==> config.mk <==
export PLATFORM = sky130hd
export DESIGN_NAME = clock_config_output_control
export DESIGN_NICKNAME = d
export VERILOG_FILES = /design/src/rtl/clk_ctrl_pkg.sv /design/src/rtl/pin_sync.sv /design/src/rtl/clock_config_output_control.sv
export VERILOG_INCLUDE_DIRS = /design/src /design/src/rtl
export SDC_FILE = /design/constraint.sdc
export NUM_CORES = 1
export LEC_CHECK = 0
export BUFFER_PORTS_ARGS = -buffer_cell sky130_fd_sc_hd__buf_2
export CORE_UTILIZATION = 57
export DETAILED_ROUTE_END_ITERATION = 16
export GPL_ROUTABILITY_DRIVEN = 0
export PLACE_DENSITY = 0.76
export SLEW_MARGIN = 15
export SYNTH_ARGS = -nofsm -noshare
export SYNTH_HDL_FRONTEND = slang
export SYNTH_SLANG_ARGS = --single-unit
==> constraint.sdc <==
create_clock -name hclk -period 2.05 [get_ports hclk]
set_input_delay 0.41 -clock hclk [delete_from_list [all_inputs] [get_ports hclk]]
set_output_delay 0.41 -clock hclk [all_outputs]
set_load 0.01 [all_outputs]
==> src/rtl/clk_ctrl_defines.svh <==
`ifndef CLK_CTRL_DEFINES_SVH
`define CLK_CTRL_DEFINES_SVH

// register byte addresses
`define A_OUTCTL        8'h02
`define A_SEL           8'h04
`define A_SRC           8'h08
`define A_FIRST         8'h0C
`define A_SS4           8'h4C
`define A_SSCNT         8'h50
`define A_STATUS        8'h54
`define A_CFGBASE       8'h60
`define A_FOURTH_LAST   8'h85

// field positions in the output control word
`define F_POL           0
`define F_SHMODE        1
`define F_OS_LO         8
`define F_OE_LO         16

// field positions in the source word
`define F_PRIM          0
`define F_XBYP          1
`define F_SM_LO         2

// field positions in the spread word
`define F_SSEN          0
`define F_SSDIV_LO      8

// reset values
`define R_OUTCTL        32'h0000_0000
`define R_SRC           32'h0000_0000
`define R_FIRST         32'h0000_0000
`define R_SS4           32'h0000_0000
`define R_SSCNT         32'h0000_0000
`define R_CFG           32'h0000_0000

`define N_OUT           7
`define N_CFG           6

`endif

==> src/rtl/clk_ctrl_pkg.sv <==
package clk_ctrl_pkg;
    typedef enum logic [1:0] {
        SM_MANUAL0 = 2'b00,
        SM_MANUAL1 = 2'b01,
        SM_AUTO    = 2'b10,
        SM_REVERT  = 2'b11
    } switch_mode_e;

    typedef enum logic [1:0] {
        OUT_HIZ     = 2'b00,
        OUT_ENABLED = 2'b01,
        OUT_SUSPEND = 2'b10
    } out_state_e;
endpackage

==> src/rtl/pin_sync.sv <==
// three-stage synchroniser; a change is accepted once stages two and
// three agree, so stage one feeds only stage two
module pin_sync #(
    parameter int W = 1
) (
    input  wire logic         hclk,    // clock
    input  wire logic         hresetn, // async reset, low
    input  wire logic         ce,      // clock enable
    input  wire logic [W-1:0] pin,     // asynchronous input
    output logic      [W-1:0] level    // accepted level
);
    logic [W-1:0] s1_q;
    logic [W-1:0] s2_q;
    logic [W-1:0] s3_q;
    logic [W-1:0] lv_q;
    logic [W-1:0] lv_d;

    always_comb begin
        lv_d = lv_q;
        for (int i = 0; i < W; i++) begin
            if (s2_q[i] == s3_q[i]) begin
                lv_d[i] = s3_q[i];
            end
        end
    end

    always_ff @(posedge hclk or negedge hresetn) begin
        if (!hresetn) begin
            s1_q <= '0;
            s2_q <= '0;
            s3_q <= '0;
            lv_q <= '0;
        end else if (ce) begin
            s1_q <= pin;
            s2_q <= s1_q;
            s3_q <= s2_q;
            lv_q <= lv_d;
        end
    end

    assign level = lv_q;
endmodule

==> src/rtl/clock_config_output_control.sv <==
// Operation
// - select pins codes 000..101 choose stored setting zero to five
// - host may rewrite settings live; device accepts them at once
// - crystal bypass bit set bypasses the oscillator on first input
// - reference is primary bit xor input choice pin in manual mode
// - mode 0x manual, 10 auto one-way, 11 auto revertive
// - pin polarity bit at 0x02 resets 0, active low; 1 active high
// - shutdown mode bit picks global shutdown or per-output control
// - enable bit 0 gives high impedance unless global shutdown
// - mode 0: suspended when pin differs from polarity
// - mode 1, pin 0: enabled if polarity 0, suspended if 1
// - fourth loop spread runs only while spread enable bit is 1
// - fourth loop spread fields sit within 0x4C to 0x85
// - 8-bit spread divider sets modulation rate as input over 4N
// - 16-bit spread feedback counter sets the modulated loop count
// - first loop step field zero disables spread, nonzero enables
//
// Decided for this implementation: the AHB-Lite interface to the registers and the placing of the registers.
`include "clk_ctrl_defines.svh"

module clock_config_output_control (
    input  wire logic        hclk,               // 40 MHz clock
    input  wire logic        hresetn,            // async reset, low
    input  wire logic        clk_en,             // freezes state when low
    input  wire logic        hsel,               // ahb slave select
    input  wire logic [7:0]  haddr,              // ahb byte address
    input  wire logic [1:0]  htrans,             // ahb transfer type
    input  wire logic        hwrite,             // ahb write
    input  wire logic [2:0]  hsize,              // ahb size
    input  wire logic [31:0] hwdata,             // ahb write data
    input  wire logic        hready,             // ahb bus ready
    output logic      [31:0] hrdata,             // ahb read data
    output logic             hreadyout,          // ahb slave ready
    output logic             hresp,              // ahb response
    input  wire logic [2:0]  config_sel_pins,    // setting select pins
    input  wire logic        input_choice_pin,   // primary/secondary pick
    input  wire logic        shutdown_enable_pin,// shutdown/enable pin
    input  wire logic        primary_alive,      // primary clock present
    input  wire logic        secondary_alive,    // secondary present
    output logic      [2:0]  active_setting,     // setting in use
    output logic             ref_is_second,      // ref is second input
    output logic             crystal_bypass,     // oscillator bypassed
    output logic             plls_shutdown,      // global shutdown
    output logic      [13:0] clock_output_n,     // two bits per output
    output logic             fourth_spread_on,   // fourth loop spread
    output logic      [7:0]  spread_ref_divider, // mod divider
    output logic      [15:0] spread_feedback_counter, // mod count
    output logic             first_spread_on     // first loop spread
);
    // ------------------------------------------------------------
    // pin synchronisers
    // ------------------------------------------------------------
    logic [2:0] sel_s;
    logic       choice_s;
    logic       sd_s;
    logic       palive_s;
    logic       salive_s;

    pin_sync #(.W(7)) u_sync (
        .hclk    (hclk),
        .hresetn (hresetn),
        .ce      (clk_en),
        .pin     ({config_sel_pins, input_choice_pin,
                   shutdown_enable_pin, primary_alive, secondary_alive}),
        .level   ({sel_s, choice_s, sd_s, palive_s, salive_s})
    );

    // ------------------------------------------------------------
    // ahb-lite slave
    // ------------------------------------------------------------
    logic        wr_pend_q, wr_pend_d;
    logic [7:0]  wa_q, wa_d;
    logic [31:0] rd_q, rd_d;
    logic [31:0] outctl_q, outctl_d;
    logic [31:0] src_q, src_d;
    logic [31:0] first_q, first_d;
    logic [31:0] ss4_q, ss4_d;
    logic [31:0] sscnt_q, sscnt_d;
    logic [31:0] cfg_q [`N_CFG];
    logic [31:0] cfg_d [`N_CFG];

    logic        take;
    logic [31:0] status_w;

    // control word decoded on its word-aligned address
    localparam logic [7:0] outctl_word = `A_OUTCTL & 8'hFC;

    function automatic logic is_cfg(input logic [7:0] a);
        return a >= `A_CFGBASE && a < `A_CFGBASE + 8'(4 * `N_CFG);
    endfunction

    function automatic logic [2:0] cfg_idx(input logic [7:0] a);
        logic [7:0] off;
        off = a - `A_CFGBASE;
        return off[4:2];
    endfunction

    assign take = hsel && hready && htrans[1];

    always_comb begin
        wr_pend_d = 1'b0;
        wa_d      = wa_q;
        rd_d      = rd_q;
        outctl_d  = outctl_q;
        src_d     = src_q;
        first_d   = first_q;
        ss4_d     = ss4_q;
        sscnt_d   = sscnt_q;
        for (int i = 0; i < `N_CFG; i++) begin
            cfg_d[i] = cfg_q[i];
        end
        if (wr_pend_q) begin
            unique case (wa_q)
                outctl_word: outctl_d = hwdata;
                `A_SRC:    src_d    = hwdata;
                `A_FIRST:  first_d  = hwdata;
                `A_SS4:    ss4_d    = hwdata;
                `A_SSCNT:  sscnt_d  = {16'h0000, hwdata[15:0]};
                default: begin
                    if (is_cfg(wa_q)) begin
                        cfg_d[cfg_idx(wa_q)] = hwdata;
                    end
                end
            endcase
        end
        if (take) begin
            wr_pend_d = hwrite;
            wa_d      = {haddr[7:2], 2'b00};
            rd_d      = 32'h0000_0000;
            if (!hwrite) begin
                unique case ({haddr[7:2], 2'b00})
                    outctl_word: rd_d = outctl_q;
                    `A_SEL:    rd_d = {29'h0, sel_s};
                    `A_SRC:    rd_d = src_q;
                    `A_FIRST:  rd_d = first_q;
                    `A_SS4:    rd_d = ss4_q;
                    `A_SSCNT:  rd_d = sscnt_q;
                    `A_STATUS: rd_d = status_w;
                    default: begin
                        if (is_cfg({haddr[7:2], 2'b00})) begin
                            rd_d = cfg_q[cfg_idx({haddr[7:2], 2'b00})];
                        end
                    end
                endcase
            end
        end
    end

    always_ff @(posedge hclk or negedge hresetn) begin
        if (!hresetn) begin
            wr_pend_q <= 1'b0;
            wa_q      <= 8'h00;
            rd_q      <= 32'h0000_0000;
            outctl_q  <= `R_OUTCTL;
            src_q     <= `R_SRC;
            first_q   <= `R_FIRST;
            ss4_q     <= `R_SS4;
            sscnt_q   <= `R_SSCNT;
            for (int i = 0; i < `N_CFG; i++) begin
                cfg_q[i] <= `R_CFG;
            end
        end else if (clk_en) begin
            wr_pend_q <= wr_pend_d;
            wa_q      <= wa_d;
            rd_q      <= rd_d;
            outctl_q  <= outctl_d;
            src_q     <= src_d;
            first_q   <= first_d;
            ss4_q     <= ss4_d;
            sscnt_q   <= sscnt_d;
            for (int i = 0; i < `N_CFG; i++) begin
                cfg_q[i] <= cfg_d[i];
            end
        end
    end

    assign hrdata    = rd_q;
    assign hreadyout = 1'b1;
    assign hresp     = 1'b0;

    // ------------------------------------------------------------
    // setting selection and reference choice
    // ------------------------------------------------------------
    logic [2:0] act_q, act_d;
    logic       sec_q, sec_d;
    logic       ref_q, ref_d;
    logic       byp_q, byp_d;
    clk_ctrl_pkg::switch_mode_e mode;

    assign mode = clk_ctrl_pkg::switch_mode_e'(src_q[`F_SM_LO +: 2]);

    always_comb begin
        act_d = act_q;
        if (sel_s <= 3'h5) begin
            act_d = sel_s;
        end
        sec_d = sec_q;
        unique case (mode)
            clk_ctrl_pkg::SM_MANUAL0,
            clk_ctrl_pkg::SM_MANUAL1: sec_d = choice_s;
            clk_ctrl_pkg::SM_AUTO: begin
                if (!palive_s && salive_s) begin
                    sec_d = 1'b1;
                end
            end
            clk_ctrl_pkg::SM_REVERT: begin
                if (!palive_s && salive_s) begin
                    sec_d = 1'b1;
                end else if (palive_s) begin
                    sec_d = 1'b0;
                end
            end
        endcase
        // reference is primary xor secondary pick
        ref_d = src_q[`F_PRIM] ^ sec_d;
        byp_d = src_q[`F_XBYP];
    end

    always_ff @(posedge hclk or negedge hresetn) begin
        if (!hresetn) begin
            act_q <= 3'h0;
            sec_q <= 1'b0;
            ref_q <= 1'b0;
            byp_q <= 1'b0;
        end else if (clk_en) begin
            act_q <= act_d;
            sec_q <= sec_d;
            ref_q <= ref_d;
            byp_q <= byp_d;
        end
    end

    assign active_setting = act_q;
    assign ref_is_second  = ref_q;
    assign crystal_bypass = byp_q;

    // ------------------------------------------------------------
    // output enables and spread controls
    // ------------------------------------------------------------
    logic [13:0] outs_q, outs_d;
    logic        gsd_q, gsd_d;
    logic        ss4on_q, ss4on_d;
    logic [7:0]  ssdiv_q, ssdiv_d;
    logic [15:0] sscnt_o_q, sscnt_o_d;
    logic        ss1on_q, ss1on_d;
    logic        pol, shm, os, oe;

    assign pol = outctl_q[`F_POL];
    assign shm = outctl_q[`F_SHMODE];
    assign status_w = {16'h0000, 8'h00, 3'h0, gsd_q, sec_q, act_q};

    always_comb begin
        os = 1'b0;
        oe = 1'b0;
        // pin high in mode 1 suspends all
        gsd_d = shm && sd_s;
        for (int n = 0; n < `N_OUT; n++) begin
            os = outctl_q[`F_OS_LO + n];
            oe = outctl_q[`F_OE_LO + n];
            if (gsd_d) begin
                outs_d[2*n +: 2] = clk_ctrl_pkg::OUT_SUSPEND;
            end else if (!os) begin
                outs_d[2*n +: 2] = clk_ctrl_pkg::OUT_HIZ;
            end else if (!oe) begin
                outs_d[2*n +: 2] = clk_ctrl_pkg::OUT_ENABLED;
            end else if (sd_s != pol) begin
                outs_d[2*n +: 2] = clk_ctrl_pkg::OUT_SUSPEND;
            end else begin
                outs_d[2*n +: 2] = clk_ctrl_pkg::OUT_ENABLED;
            end
        end
        // fourth loop spread fields at 0x4C and 0x50
        ss4on_d   = ss4_q[`F_SSEN];
        ssdiv_d   = ss4_q[`F_SSDIV_LO +: 8];
        sscnt_o_d = sscnt_q[15:0];
        ss1on_d   = first_q[3:0] != 4'h0;
    end

    always_ff @(posedge hclk or negedge hresetn) begin
        if (!hresetn) begin
            outs_q    <= 14'h0000;
            gsd_q     <= 1'b0;
            ss4on_q   <= 1'b0;
            ssdiv_q   <= 8'h00;
            sscnt_o_q <= 16'h0000;
            ss1on_q   <= 1'b0;
        end else if (clk_en) begin
            outs_q    <= outs_d;
            gsd_q     <= gsd_d;
            ss4on_q   <= ss4on_d;
            ssdiv_q   <= ssdiv_d;
            sscnt_o_q <= sscnt_o_d;
            ss1on_q   <= ss1on_d;
        end
    end

    assign clock_output_n          = outs_q;
    assign plls_shutdown           = gsd_q;
    assign fourth_spread_on        = ss4on_q;
    assign spread_ref_divider      = ssdiv_q;
    assign spread_feedback_counter = sscnt_o_q;
    assign first_spread_on         = ss1on_q;
endmodule

==> out/metrics.yaml, run 1 <==
cp_cell_sequence: "nand3b_1 -> nor2_2 -> nand3b_1 -> buf_6 -> nor2b_4 -> buf_12 -> mux2_2"
drive_gt1_frac: 0.468
r2r_slack_ns: -0.16
tightestPinTransition_ns: 0.871
first_iter_violations: 1117
viasPerCell: 6.20
synth-edff-count: 0
first_global_vias: 13600
synth-main-ff-cell: "dfrtp_1"
grtUsageTotal: 0.284
overflow: 0
worst_hold_path_type: "in -> reg"
cts_buffer_depth: 3
wl_per_cell_um: 24.1
layout.nets: 1651
swShare: 0.242
synthSimpleGateAreaFrac: 0.0377
setup_viol: 163
ys_seq_area_frac: 0.563
r2r_start: "wa_q[7]$_DFFE_PN0P_"
worstSkewPairLatency_ns: 0.55
rsz0062_at_grt: "yes"
place_ws_ns: -0.177
p_clk_frac: 0.408
hold_depth: 2
rows: 68
worst_slack_ns: -0.160
clk_pin_slew_worst_paths_ns: 0.06
hold_end: "u_sync.s1_q[4]$_DFFE_PN0P_"
synth_compound_area_frac: 0.0744
synth_area_sq_mm: 0.0200
crit_arrival_ns: 2.64
worstHoldStart: "config_sel_pins[0]"
core_area_sq_mm: 0.0345
yosysUniqueCellTypes: 52
status: "complete, but fails checks"
dieArea_sq_mm: 0.0358
ir_drop_uv: 573
syn_to_final_growth_pct: 18.2
power_frac_seq: 0.497
finClkSkew_ns: 0.0132
synth-xor-area-share: 0.000877
synth_fa_ha_area_frac: 0
placed_cells: 1982
critPathSlowestCell: "dfrtp_1"
vias: 12900
hold_viol: 0
numCtsBuffers: 46
p_int_mw: 15.2
cts_num_sinks: 450
slowest_delay_ns: 0.41
post-route-min-period_ns: 2.21
fp.dieW_um: 189
grt_max_degree: 93
initial_utilization: 0.579
multiInputGateArea_sq_mm: 0.00816
critPathMaxFanout: 23
tritoncts: "done"
r2r-end: "cfg_q[141]$_DFFE_PN0P_"
slew_headroom: 0.419
fin_crit_sh: 1.08
critical_path_required_ns: 2.48
synth.area.mux_share: 0.285
post-dp-hpwl_um: 31400
path_common_cell: "nand3b_1"
layout.cells.non_filler: 2085
path_class: "reg -> reg"
reg2reg_depth: 7
wirelength_um: 50200
layout_commonest_cell: "dfrtp_1"
antenna_left: 0
pwr-share-comb: 0.095
antenna_found_initial: 2
p_sw_mw: 4.87
failed_checks: "negative setup slack"
io_pins: 138
cap_viol_max_count: 0
synth_nets: 1490
fillCellCount: 2389
drc: 0
start_kind: "flip-flop"
endpoint_kind: "flip-flop"
first_pass_iters: 5
power_density_mw_per_mm2: 852
cts-htree-levels: 2
ys_ff_latch: 450
async_flop_share: 1.00
ys_warn_count: 0
seq_area_sq_mm: 0.0113
fmax_mhz: 452
avgSynthCellArea_sq_um: 14.0
syn_inst: 1432
p_leak_nw: 11.6
die_h_um: 189
synth_top_family_by_area: "multiplexers"
grt_pass1_wl_um: 78400
root_buffer: "clkbuf_16"
slew_violations: 0
most-common-layout-cells: "dfrtp_1, mux2_2, buf_2"
numPortBuffers: 129
-- worst max-delay path by stage --
| stage | start | end | slack, ns | cells after the start |
|---|---|---|---|---|
| 6_report | wa_q[7]$_DFFE_PN0P_ | cfg_q[141]$_DFFE_PN0P_ | -0.16 | 7 |
| 5_1_grt | wa_q[7]$_DFFE_PN0P_ | first_q[24]$_DFFE_PN0P_ | -0.19 | 8 |
| 4_1_cts | wa_q[7]$_DFFE_PN0P_ | first_q[9]$_DFFE_PN0P_ | -0.08 | 7 |
| 3_5_place_dp | haddr[7] | hrdata[6]$_DFFE_PN0P_ | -0.18 | 6 |
| 3_3_place_gp | haddr[7] | hrdata[6]$_DFFE_PN0P_ | -0.16 | 6 |
| 2_1_floorplan | haddr[2] | hrdata[17]$_DFFE_PN0P_ | 0.18 | 8 |
-- worst max-delay path, delay by kind of cell (launching register included) --
kind	cells	cell delay (ns)
AND/OR/NAND/NOR	4	0.85
multiplexers	1	0.36
flip-flops	1	0.41
buffers and inverters	2	0.44
-- cell families (layout without fill, tap and decap cells) --
family                 after synthesis  count (layout)
multiplexers                       478             478
AO/OA/AOI/OAI                      200             200
buffers and inverters              157             352
other                                2               5
AND/OR/NAND/NOR                    143             143
flip-flops                         450             450
XOR/XNOR                             2               2
-- layout make-up --
cell class | count | area share
repair buffers | 243 | 0.0861
clock buffers | 73 | 0.0598
clock inverters | 9 | 0.00312
diodes | 3 | 0.000318
inverters | 27 | 0.00429
well taps | 455 | 0.0241
flip-flops and latches | 450 | 0.477
multi-input cells | 825 | 0.346
-- metal layers --
layer | GRT usage | vias to the layer above | part of all wire
met5 | 0 | - | 0
met4 | 0.0887 | 0 | 0.022
met1 | 0.396 | 6893 | 0.44
met2 | 0.463 | 384 | 0.49
li1 | - | 5587 | -
met3 | 0.0399 | 73 | 0.050
-- sequential cells by signal, summed over array words and instances (netlist names), 16 cells and up --
register / cells
ss4_q: 32
src_q: 32
cfg_q: 192
spread_feedback_counter: 16
first_q: 32
sscnt_q: 16
hrdata: 32
outctl_q: 32
-- power groups by stage --
stage                     sequential (mW)  combinational [mW]  clock [mW]
after global routing                 10.1                2.09        8.67
final                                10.0                1.91        8.20
after CTS                            9.98                1.91        8.33
after floorplan                      10.0                1.09           0
after global placement               10.1                1.82           0
after detailed placement             10.1                1.89           0
-- synth_stat cells (14+ instances only) --
cell	count	share of area
inv_1	27	0.0051
dfrtp_1	450	0.56
buf_1	30	0.0056
nand2_1	41	0.0077
o21ai_0	14	0.0035
buf_4	20	0.0075
a21oi_1	66	0.017
buf_2	30	0.0075
mux2_2	381	0.21
a221oi_2	14	0.011
a22oi_1	18	0.0068
mux2_1	30	0.017
a22o_1	16	0.0070
o22ai_1	17	0.0053
nand3_1	17	0.0043
a221oi_1	35	0.015
mux2i_1	35	0.018
mux4_2	32	0.036
nor2_1	33	0.0062
clkbuf_1	42	0.0079
-- through the flow --
stage / instance area (sq um) / total power, mW / hold WS [ns] / TNS, ns / util
floorplan: 20000 / 11.1 / 0.114 / 0 / -
global placement: 21700 / 11.9 / 0.335 / -3.43 / 0.627
detailed placement: 21700 / 12.0 / 0.337 / -5.95 / 0.627
CTS: 23400 / 20.2 / 0.0764 / -3.16 / 0.677
global route: 23600 / 20.8 / 0.0853 / -19.55 / 0.684
finish: 23600 / 20.1 / 0.0963 / -14.31 / 0.684
-- timing repair --
item,4_1_cts,5_1_grt
hold buffers,1,0
gates cloned,4,3
endpoints found under the hold margin,32,0
setup buffers,8,6
endpoints found under the setup margin,114,237
pin swaps,1,2
gates resized for setup,16,50
(Power assumes the default switching activity.)
==> run 2: changes to the inputs <==
Settings changed: CORE_UTILIZATION 57 to 60, PLACE_DENSITY 0.76 to 0.79.
==> run 2 against run 1 <==
The run still ends with negative setup slack left. Via count rose by 2.6%. Flip-flop and latch count did not move. Combinational power rose by 3%. Critical path type unchanged.
==> out/metrics.yaml, run 2 (synthesis gave the netlist of run 1 again) <==
first_iter_violations: 1104
largest_register_ffs: 192
worstHoldStart: "config_sel_pins[1]"
start_kind: "flip-flop"
postPlaceCellArea_sq_mm: 0.0218
overflow: 0
slew_violations: 0
p_leak_nw: 11.7
layout_commonest_cell: "dfrtp_1"
rows: 66
endpoint_kind: "flip-flop"
syn_to_final_growth_pct: 19.1
pwr-share-comb: 0.098
hold_depth: 2
layout.cells.non_filler: 2062
cap_viol_max_count: 0
fin_crit_sh: 1.02
hold_viol: 0
hold_end: "u_sync.s1_q[5]$_DFFE_PN0P_"
cts_num_sinks: 450
placed_cells: 1968
status: "complete, but fails checks"
wirelength_um: 52400
grtUsageTotal: 0.305
regMostFlops: "cfg_q"
fillCellCount: 2055
vias: 13300
r2r-end: "cfg_q[110]$_DFFE_PN0P_"
numPortBuffers: 129
power_density_mw_per_mm2: 846
finClkSkew_ns: 0.0205
fmax_mhz: 479
worst_hold_path_type: "in -> reg"
numCtsBuffers: 46
swShare: 0.247
antenna_found_initial: 1
antenna_left: 0
wl_per_cell_um: 25.4
first_pass_iters: 5
reg2reg_depth: 7
ir_drop_uv: 748
cts_buffer_depth: 3
most-common-layout-cells: "dfrtp_1, mux2_2, buf_2"
r2r_slack_ns: -0.04
post-dp-hpwl_um: 31500
drive_gt1_frac: 0.477
finalInstanceArea_sq_mm: 0.0238
path_class: "reg -> reg"
first_global_vias: 13800
failed_checks: "negative setup slack"
setup_viol: 64
io_pins: 138
worst_slack_ns: -0.0374
layout.nets: 1647
p_clk_frac: 0.405
power_frac_seq: 0.497
rsz0062_at_grt: "yes"
worstSkewPairLatency_ns: 0.55
root_buffer: "clkbuf_16"
critPathMaxFanout: 10
crit_arrival_ns: 2.51
viasPerCell: 6.43
tritoncts: "done"
fp.dieW_um: 185
slew_headroom: 0.401
r2r_start: "wa_q[7]$_DFFE_PN0P_"
p_int_mw: 15.2
drc: 0
post-route-min-period_ns: 2.09
cts-htree-levels: 2
grt_max_degree: 80
die_h_um: 185
grt_pass1_wl_um: 78700
core_area_sq_mm: 0.0326
p_sw_mw: 4.98
final_util: 0.730
dieArea_sq_mm: 0.0340
clk_pin_slew_worst_paths_ns: 0.06
tightestPinTransition_ns: 0.897
critical_path_required_ns: 2.48
initial_utilization: 0.613
[run 2: layout make-up]
class                      count  area (sq um)  area share
tap                          442           553      0.0232
antenna                        1          2.50    0.000105
timing repair buffer         239          2180      0.0914
multi-input combinational    825          8260       0.347
clock inverter                16           139     0.00583
clock buffer                  62          1310      0.0551
inverter                      27           101     0.00426
sequential                   450         11300       0.473
[run 2: worst max path at each step]
stage / start / endpoint / slack (ns) / depth (start not counted)
5_1_grt: wa_q[7]$_DFFE_PN0P_ / cfg_q[110]$_DFFE_PN0P_ / -0.11 / 7
3_3_place_gp: haddr[7] / hrdata[10]$_DFFE_PN0P_ / -0.10 / 6
3_5_place_dp: haddr[7] / hrdata[11]$_DFFE_PN0P_ / -0.19 / 6
4_1_cts: wa_q[7]$_DFFE_PN0P_ / cfg_q[140]$_DFFE_PN0P_ / -0.005 / 7
2_1_floorplan: haddr[2] / hrdata[17]$_DFFE_PN0P_ / 0.18 / 8
6_report: wa_q[7]$_DFFE_PN0P_ / cfg_q[110]$_DFFE_PN0P_ / -0.04 / 7
[run 2: repair_timing]
item | CTS | global route
buffers inserted | 0 | 4
setup endpoints to repair | 21 | 140
hold buffers | 1 | 0
hold endpoints to repair | 34 | 0
resized for setup | 2 | 71
cloned | 0 | 10
[run 2: power groups by stage]
stage	Combinational [mW]	Sequential (mW)	Clock, mW
floorplan	1.09	10.0	0
global placement	1.84	10.1	0
detailed placement	1.91	10.1	0
CTS	1.93	9.99	8.19
global route	2.15	10.1	8.60
finish	1.97	10.0	8.15
[run 2: metrics by stage]
step	setup WS, ns	power [mW]	TNS [ns]	hold slack (ns)
final	-0.0374	20.1	-0.941	0.104
after global routing	-0.108	20.8	-9.40	0.100
after CTS	-0.00500	20.1	-0.00500	0.0934
after detailed placement	-0.189	12.1	-5.04	0.361
after global placement	-0.103	11.9	-2.46	0.354
after floorplan	0.175	11.1	0	0.114
[run 2: routing by layer]
metal	vias up	part of all wire	global-route usage	wire, um
met3	102	0.075	0.0462	3950
met1	7022	0.41	0.418	21300
met2	580	0.49	0.495	25700
li1	5564	-	-	-
met5	-	0	0	0
met4	0	0.028	0.115	1480
[run 2: critical path: stages (launching register included)]
cell and delay (ns):
dfrtp_1 0.37, nand3b_1 0.30, nor2_2 0.17, nand3b_1 0.17, nor3b_4 0.28, buf_4 0.17
buf_12 0.15, mux2_2 0.36
